$ cat src/gprc_pkg.sv
`default_nettype none
package gprc_pkg;
  // ------------------------------------------------------------
  // bus command bytes (low seven data lines)
  // ------------------------------------------------------------
  localparam logic [6:0] BYTE_GTL = 7'h01;
  localparam logic [6:0] BYTE_SDC = 7'h04;
  localparam logic [6:0] BYTE_GET = 7'h08;
  localparam logic [6:0] BYTE_LLO = 7'h11;
  localparam logic [6:0] BYTE_DCL = 7'h14;
  localparam logic [6:0] BYTE_UNL = 7'h3f;
  localparam logic [6:0] BYTE_UNT = 7'h5f;
  localparam logic [1:0] GRP_LISTEN = 2'h1;
  localparam logic [1:0] GRP_TALK   = 2'h2;
  localparam logic [4:0] ADDR_DEFAULT = 5'h0a;

  // ------------------------------------------------------------
  // instrument settings and factory set
  // ------------------------------------------------------------
  typedef struct packed {
    logic [3:0] func;
    logic [3:0] range;
    logic [3:0] format;
    logic [3:0] trig;
  } gprc_set_s;
  localparam logic [3:0] FUNCTION_DC_VOLTS             = 4'h0;
  localparam logic [3:0] RANGE_TOP_SETTING             = 4'h5;
  localparam logic [3:0] FORMAT_WITH_PREFIX            = 4'h0;
  localparam logic [3:0] TRIG_MODE_SINGLE_ON_GET_A     = 4'h2;
  localparam logic [3:0] TRIG_MODE_SINGLE_ON_GET_B     = 4'h3;
  localparam logic [3:0] TRIG_MODE_CONTINUOUS_EXTERNAL = 4'h6;
  localparam gprc_set_s  FACTORY_SET = '{FUNCTION_DC_VOLTS, RANGE_TOP_SETTING,
                                         FORMAT_WITH_PREFIX, TRIG_MODE_CONTINUOUS_EXTERNAL};

  // ------------------------------------------------------------
  // controller registers and timing
  // ------------------------------------------------------------
  localparam logic [1:0] REG_CTRL   = 2'h0;
  localparam logic [1:0] REG_STATUS = 2'h1;
  localparam int CTRL_OP_LSB   = 0;
  localparam int CTRL_ADDR_LSB = 8;
  localparam logic [3:0] OP_REMOTE = 4'h0;
  localparam logic [3:0] OP_IFC    = 4'h1;
  localparam logic [3:0] OP_LLO    = 4'h2;
  localparam logic [3:0] OP_GTL    = 4'h3;
  localparam logic [3:0] OP_DCL    = 4'h4;
  localparam logic [3:0] OP_SDC    = 4'h5;
  localparam logic [3:0] OP_GET    = 4'h6;
  localparam logic [3:0] OP_LOCAL  = 4'h7;
  localparam logic [3:0] OP_TALK   = 4'h8;  // talk address byte under attention
  localparam int CLK_PERIOD_NS = 40;
  localparam int IFC_TIME_NS   = 100000;
  localparam int IFC_CYCLES    = (IFC_TIME_NS + CLK_PERIOD_NS - 1) / CLK_PERIOD_NS;
  localparam logic [11:0] IFC_LAST = 12'(IFC_CYCLES - 1);
endpackage
`default_nettype wire

$ cat src/gprc_bus_if.sv
`timescale 1ns/1ns
`default_nettype none
// byte-level bus: the handshake is abstracted into a one-cycle dav strobe
interface gprc_bus_if;
  logic       ren;
  logic       ifc;
  logic       atn;
  logic       dav;
  logic [7:0] dio;
  modport ctrl (output ren, output ifc, output atn, output dav, output dio);
  modport dev  (input ren, input ifc, input atn, input dav, input dio);
endinterface
`default_nettype wire

$ cat src/gprc_device.sv
// What this block does
// - remote only when addressed while remote-enable held
// - controller raises remote-enable before listen address
// - interface clear: local, talker and listener idle
// - controller holds interface clear 100 us
// - lockout blocks every panel key but power
// - lockout command honoured only with remote-enable
// - only remote-enable falling cancels lockout
// - controller sends lockout byte under attention
// - go-to-local while listening drops remote
// - controller addresses listener then sends go-to-local
// - universal clear acts without addressing
// - clears restore factory or user default set
// - controller sends universal clear under attention
// - selective clear acts only when listening
// - controller addresses listener then sends selective clear
// - trigger while listening starts reading in trigger modes
// - controller addresses listener then sends trigger
// - factory set: dc volts, top range, prefix, external
// - own addresses from configurable primary address
`timescale 1ns/1ns
`default_nettype none
module gprc_device
  import gprc_pkg::*;
#(
  parameter logic [4:0] PRIMARY_ADDR = gprc_pkg::ADDR_DEFAULT,
  parameter int         KEYS         = 8,
  parameter int         POWER_KEY    = 0
)(
  input  wire logic                 clk_i,
  input  wire logic                 srst_i,
  gprc_bus_if.dev                   bus,
  input  wire logic                 addr_we_i,
  input  wire logic [4:0]           addr_i,
  input  wire logic                 set_we_i,
  input  wire gprc_pkg::gprc_set_s  set_i,
  input  wire logic                 user_sel_i,
  input  wire gprc_pkg::gprc_set_s  user_set_i,
  input  wire logic [KEYS-1:0]      keys_i,
  output logic [KEYS-1:0]           keys_o,
  output logic [4:0]                addr_o,
  output logic                      remote_o,
  output logic                      lockout_o,
  output logic                      talk_o,
  output logic                      listen_o,
  output gprc_pkg::gprc_set_s       settings_o,
  output logic                      clear_o,
  output logic                      trigger_o
);

  // ------------------------------------------------------------
  // byte decode
  // ------------------------------------------------------------
  logic [4:0] my_addr;
  logic       remote;
  logic       lockout;
  logic       talk;
  logic       listen;
  gprc_set_s  settings;
  logic [KEYS-1:0] keys_meta;
  logic [KEYS-1:0] keys_sync;

  // only bytes sent under attention are bus commands
  wire logic       cmd     = bus.dav & bus.atn;
  wire logic [6:0] byte7   = bus.dio[6:0];
  wire logic       is_mla  = cmd & (byte7 == {GRP_LISTEN, my_addr});
  wire logic       is_mta  = cmd & (byte7 == {GRP_TALK, my_addr});
  wire logic       is_ota  = cmd & (byte7[6:5] == GRP_TALK) & ~is_mta;
  wire logic       is_unl  = cmd & (byte7 == BYTE_UNL);
  wire logic       is_unt  = cmd & (byte7 == BYTE_UNT);
  wire logic       is_gtl  = cmd & (byte7 == BYTE_GTL) & listen;
  wire logic       is_sdc  = cmd & (byte7 == BYTE_SDC) & listen;
  wire logic       is_get  = cmd & (byte7 == BYTE_GET) & listen;
  wire logic       is_llo  = cmd & (byte7 == BYTE_LLO) & bus.ren;
  wire logic       is_dcl  = cmd & (byte7 == BYTE_DCL);
  wire logic       do_clr  = is_dcl | is_sdc;
  wire logic       bus_trg = (settings.trig == TRIG_MODE_SINGLE_ON_GET_A) |
                             (settings.trig == TRIG_MODE_SINGLE_ON_GET_B);

  // ------------------------------------------------------------
  // next-state terms
  // ------------------------------------------------------------
  logic next_remote;
  logic next_lockout;
  logic next_talk;
  logic next_listen;
  gprc_set_s next_settings;

  // remote: remote-enable alone is not enough, the listen address must follow
  always_comb begin
    next_remote = remote;
    if (!bus.ren || bus.ifc) begin
      next_remote = 1'b0;
    end else if (is_mla) begin
      next_remote = 1'b1;
    end else if (is_gtl) begin
      next_remote = 1'b0;
    end
  end

  // lockout survives go-to-local and interface clear; only ren low ends it
  always_comb begin
    next_lockout = lockout;
    if (!bus.ren) begin
      next_lockout = 1'b0;
    end else if (is_llo) begin
      next_lockout = 1'b1;
    end
  end

  // listener: unaddressed on unlisten or on own talk address
  always_comb begin
    next_listen = listen;
    if (bus.ifc) begin
      next_listen = 1'b0;
    end else if (is_mla) begin
      next_listen = 1'b1;
    end else if (is_unl || is_mta) begin
      next_listen = 1'b0;
    end
  end

  // talker: unaddressed on untalk, other talk address or own listen address
  always_comb begin
    next_talk = talk;
    if (bus.ifc) begin
      next_talk = 1'b0;
    end else if (is_mta) begin
      next_talk = 1'b1;
    end else if (is_unt || is_ota || is_mla) begin
      next_talk = 1'b0;
    end
  end

  // a clear outranks a same-cycle settings write so the default set wins
  always_comb begin
    next_settings = settings;
    if (do_clr) begin
      next_settings = user_sel_i ? user_set_i : FACTORY_SET;
    end else if (set_we_i) begin
      next_settings = set_i;
    end
  end

  // ------------------------------------------------------------
  // state registers
  // ------------------------------------------------------------
  always_ff @(posedge clk_i) begin
    if (srst_i) begin
      remote   <= 1'b0;
      lockout  <= 1'b0;
      talk     <= 1'b0;
      listen   <= 1'b0;
      settings <= FACTORY_SET;
    end else begin
      remote   <= next_remote;
      lockout  <= next_lockout;
      talk     <= next_talk;
      listen   <= next_listen;
      settings <= next_settings;
    end
  end

  // primary address is configurable; reset restores the default
  always_ff @(posedge clk_i) begin
    if (srst_i) begin
      my_addr <= PRIMARY_ADDR;
    end else if (addr_we_i) begin
      my_addr <= addr_i;
    end
  end

  // ------------------------------------------------------------
  // outputs
  // ------------------------------------------------------------
  // keys come from the panel pins, so they are synchronised first
  always_ff @(posedge clk_i) begin
    if (srst_i) begin
      keys_meta <= '0;
      keys_sync <= '0;
    end else begin
      keys_meta <= keys_i;
      keys_sync <= keys_meta;
    end
  end

  // power stays usable under lockout so the user can always switch off
  wire logic [KEYS-1:0] power_mask = KEYS'(1) << POWER_KEY;
  wire logic [KEYS-1:0] keys_pass  = lockout ? (keys_sync & power_mask) : keys_sync;

  always_ff @(posedge clk_i) begin
    if (srst_i) begin
      keys_o     <= '0;
      addr_o     <= PRIMARY_ADDR;
      remote_o   <= 1'b0;
      lockout_o  <= 1'b0;
      talk_o     <= 1'b0;
      listen_o   <= 1'b0;
      settings_o <= FACTORY_SET;
      clear_o    <= 1'b0;
      trigger_o  <= 1'b0;
    end else begin
      keys_o     <= keys_pass;
      addr_o     <= my_addr;
      remote_o   <= next_remote;
      lockout_o  <= next_lockout;
      talk_o     <= next_talk;
      listen_o   <= next_listen;
      settings_o <= next_settings;
      clear_o    <= do_clr;
      trigger_o  <= is_get & bus_trg;
    end
  end

endmodule
`default_nettype wire

$ cat src/flat_wrapper.sv
// flat-port wrapper written by rule: the top's interface ports become plain ports
module gprc_device_flat import gprc_pkg::*;
#(
  parameter logic [4:0] PRIMARY_ADDR = gprc_pkg::ADDR_DEFAULT,
  parameter int         KEYS         = 8,
  parameter int         POWER_KEY    = 0
)
  (clk_i, srst_i, addr_we_i, addr_i, set_we_i, set_i, user_sel_i, user_set_i, keys_i, keys_o, addr_o, remote_o, lockout_o, talk_o, listen_o, settings_o, clear_o, trigger_o, bus_ren, bus_ifc, bus_atn, bus_dav, bus_dio);
  gprc_bus_if bus_i ();
  input  wire logic clk_i;
  input  wire logic srst_i;
  input  wire logic addr_we_i;
  input  wire logic [4:0] addr_i;
  input  wire logic set_we_i;
  input  wire gprc_pkg::gprc_set_s set_i;
  input  wire logic user_sel_i;
  input  wire gprc_pkg::gprc_set_s user_set_i;
  input  wire logic [KEYS-1:0] keys_i;
  output logic [KEYS-1:0] keys_o;
  output logic [4:0] addr_o;
  output logic remote_o;
  output logic lockout_o;
  output logic talk_o;
  output logic listen_o;
  output gprc_pkg::gprc_set_s settings_o;
  output logic clear_o;
  output logic trigger_o;
  input wire logic [$bits(bus_i.ren)-1:0] bus_ren;
  input wire logic [$bits(bus_i.ifc)-1:0] bus_ifc;
  input wire logic [$bits(bus_i.atn)-1:0] bus_atn;
  input wire logic [$bits(bus_i.dav)-1:0] bus_dav;
  input wire logic [$bits(bus_i.dio)-1:0] bus_dio;
  assign bus_i.ren = bus_ren;
  assign bus_i.ifc = bus_ifc;
  assign bus_i.atn = bus_atn;
  assign bus_i.dav = bus_dav;
  assign bus_i.dio = bus_dio;
  gprc_device #(.PRIMARY_ADDR(PRIMARY_ADDR), .KEYS(KEYS), .POWER_KEY(POWER_KEY)) u_core (.clk_i(clk_i), .srst_i(srst_i), .bus(bus_i), .addr_we_i(addr_we_i), .addr_i(addr_i), .set_we_i(set_we_i), .set_i(set_i), .user_sel_i(user_sel_i), .user_set_i(user_set_i), .keys_i(keys_i), .keys_o(keys_o), .addr_o(addr_o), .remote_o(remote_o), .lockout_o(lockout_o), .talk_o(talk_o), .listen_o(listen_o), .settings_o(settings_o), .clear_o(clear_o), .trigger_o(trigger_o));
endmodule
$ cat config.mk
export PLATFORM = sky130hd
export DESIGN_NAME = gprc_device_flat
export DESIGN_NICKNAME = d
export VERILOG_FILES = /design/src/gprc_pkg.sv /design/src/gprc_bus_if.sv /design/src/gprc_device.sv /design/src/flat_wrapper.sv
export SDC_FILE = /design/constraint.sdc
export NUM_CORES = 1
export LEC_CHECK = 0
export BUFFER_PORTS_ARGS = -buffer_cell sky130_fd_sc_hd__buf_4
export CORE_ASPECT_RATIO = 1.2
export CORE_MARGIN = 5
export CORE_UTILIZATION = 30
export DETAILED_ROUTE_END_ITERATION = 8
export HOLD_SLACK_MARGIN = 0.05
export PLACE_DENSITY_LB_ADDON = 0.12
export SETUP_SLACK_MARGIN = 0.5
export SKIP_LAST_GASP = 1
export SYNTH_ARGS = -nofsm -noshare
export SYNTH_HDL_FRONTEND = slang
export SYNTH_SLANG_ARGS = --single-unit
$ cat constraint.sdc
create_clock -name clk_i -period 1.8 [get_ports clk_i]
set_input_delay 0.18 -clock clk_i [delete_from_list [all_inputs] [get_ports clk_i]]
set_output_delay 0.18 -clock clk_i [all_outputs]
set_load 0.05 [all_outputs]
==> flow_summary_export.csv <==
group,metric,value,unit
run_status,status,"finished, final reports clean",
floorplanning,fp-row-count,34,
sta,whs,0.0710,ns
routing,wl_per_cell,14.0,µm
yosys,synth_area_leaders,"dfxtp_1 51%, nor2b_1 6.3%, mux2_2 6.2%",
critical_path,cp_top_family,"flip-flops",
yosys,netlist_area,2180,µm²
sta,rsz0062_at_grt,"false",
power,p_leak,0.00138,µW
cells_and_area,insertedDiodeCount,0,
cells_and_area,final_net_count,365,
routing,drc,0,
cells_and_area,drive_above_1_share,45.1,%
routing,firstDrtPassIters,4,
yosys,synth_edf_count,0,
sta,skew,0.00937,ns
yosys,ys_types,36,
yosys,async_flop_share,0,%
global_route,grt_pass1_wl,8730,µm
critical_path,startpoint_type,"register",
cells_and_area,area_delta_synth_final,43.4,%
sta,hold_violations,0,
sta,setup_violations,0,
routing,vias,1796,
cts,cts.sinks,56,
placed_design,dpl_cell_area,2930,µm²
global_route,grt.overflow.total,0,
cts,cts_tree,"done",
placed_design,place.gp.congestion,0.731,
floorplanning,fp.coreArea,7190,µm²
routing,detail-route-antenna-nets,0,
run,drv_cap,0,
critical_path,path_cells,"xor2_2, nor3_4, nand2_1, o32ai_1",
sta,max_clock_freq,821,MHz
cts,htree_levels,2,
sta,period_needed,1.22,ns
yosys,synthCells,212,
power,power.density,829,nW/µm²
critical_path,worst_path_max_delay_cell,"dfxtp_2",
yosys,synth_top_area_share,51.3,%
global_route,track_usage,12.3,%
placed_design,port-buffer-count,95,
floorplanning,dieArea,9100,µm²
cts,clkLatencyLatePin,0.31,ns
global_route,antenna_found_initial,0,
sta,relSlewSlack,74.3,%
critical_path,critPathKind,"register to register",
critical_path,end_kind,"register",
floorplanning,start_util,30.4,%
critical_path,crit_buf_inv,0,
cts,cts-hold-fix-buffers,0,
routing,drt_wl_total,5510,µm
critical_path,crit_fanout,4,
yosys,yosysTopAreaCell,"dfxtp_1",
yosys,synth-seq-area-share,51.3,%
sta,fin_tns_setup,0,ns
sta,worst_pin_slew,0.381,ns
power,peakVddDrop,0.323,mV
cells_and_area,design_area,3130,µm²
worst_hold_path,hp-class,"input port to register",
floorplanning,die_h,103,µm
floorplanning,die_w,87.9,µm
sta,slew_viol_final,0,
floorplanning,ios,97,
cts,cts.path.max_buffers,2,
global_route,grt_max_degree,30,
critical_path,cpPeakStageDelay,0.36,ns
cells_and_area,multi_input_area,1040,µm²
cts,path_clk_slew,0.10,ns
critical_path,arrival,1.44,ns
yosys,synth-seq-cells,56,
yosys,avgSynthCellArea,10.3,µm²
power,p_total,2600,µW
yosys,syn_nets,274,
placed_design,dpl_worst_slack,0.282,ns
cells_and_area,register_area,1130,µm²
routing,first_iter_violations,49,
routing,viasPerCell,4.56,
cts,cts_root_buf,"clkbuf_8",
yosys,yosys_warnings,0,
sta,finalWorstSetupSlack,0.582,ns
global_route,first_global_vias,1758,
cts,cts_made_buffers,5,
cells_and_area,fillers,744,
sta,fin_crit_sh,67.7,%
yosys,synth_ff_type,"dfxtp_1",
critical_path,required,2.02,ns
placed_design,dp_hpwl,3990,µm
[area by class of cell]
class	count	share of cell area, %
Clock inverter	2	1.24
Multi-Input combinational cell	143	33.2
Sequential cell	56	36.0
Tap cell	90	3.60
Clock buffer	6	2.32
Timing Repair Buffer	97	23.7
[cells in the final DEF (no fill, tap or decap), types with 6 or more instances in the layout]
| master | instances |
|---|---|
| and2_1 | 7 |
| nand2_1 | 18 |
| dfxtp_2 | 6 |
| nor2b_1 | 22 |
| mux2_2 | 12 |
| a21oi_1 | 14 |
| nor2_1 | 10 |
| dfxtp_1 | 50 |
| mux2i_1 | 7 |
| buf_4 | 96 |
| nand3_1 | 12 |
[final timing paths]
kind,from,endpoint,slack [ns],cells past startpoint
worst min register to register,u_core.keys_sync[7],u_core.keys_o[7],0.43,1
worst max-delay path,u_core.my_addr[2],u_core.talk,0.58,4
worst max register to register,u_core.my_addr[2],u_core.talk,0.58,4
worst min-delay path,keys_i[7],u_core.keys_meta[7],0.07,2
[through the flow]
step / utilization (%) / cells
floorplan: - / 212
global placement: 40.7 / 385
detailed placement: 40.7 / 385
CTS: 42.5 / 393
global route: 43.6 / 394
finish: 43.6 / 394
[synth_stat cells, drive strengths merged, types with 2 or more instances]
| cell | instances |
|---|---|
| a211o | 2 |
| a21o | 4 |
| a21oi | 14 |
| and2 | 7 |
| and4bb | 2 |
| buf | 8 |
| clkbuf | 5 |
| dfxtp | 56 |
| mux2 | 12 |
| mux2i | 7 |
| nand2 | 18 |
| nand3 | 13 |
| nand3b | 5 |
| nand4 | 2 |
| nand4b | 2 |
| nor2 | 10 |
| nor2b | 22 |
| nor3 | 2 |
| nor4b | 2 |
| or2 | 3 |
| xor2 | 5 |
[where the power goes]
part           total, µW  internal (µW)  switching (µW)
Clock                836            421             415
Combinational        439            204             236
Sequential          1320           1290            25.3
[what timing repair did]
item	4_1_cts	5_1_grt
pin swaps	0	4
gates cloned	0	0
gates resized for setup	2	12
endpoints found under the setup margin	18	6
buffers inserted	0	1
[per-layer routing]
metal	track usage, %	vias up	part of all wire, %
li1	-	902	-
met1	15.1	820	41
met2	20.3	68	48
met3	3.96	6	9.7
met4	3.90	0	1.2
met5	0	-	0
[flip-flops by register name, summed over array words and instances, names as in the netlist]
signal            flops
u_core.my_addr        5
u_core.addr_o         5
u_core.listen         1
u_core.lockout        1
u_core.trigger_o      1
u_core.remote         1
u_core.keys_o         8
u_core.keys_sync      8
u_core.keys_meta      8
u_core.talk           1
u_core.settings      16
u_core.clear_o        1
[logic make-up (layout without fill, tap and decap cells)]
logic type                count (synthesis)  count (layout)  synth area share (%)
xor gates and xnor gates                  5               5                  2.00
and+or+nand+nor                          92              92                  24.2
AOI/OAI and AO/OA                        27              27                  8.94
buffers and inverters                    13             105                  4.18
muxes                                    19              19                  9.39
DFF                                      56              56                  51.3
No activity file was read; power rests on OpenSTA's default activity.
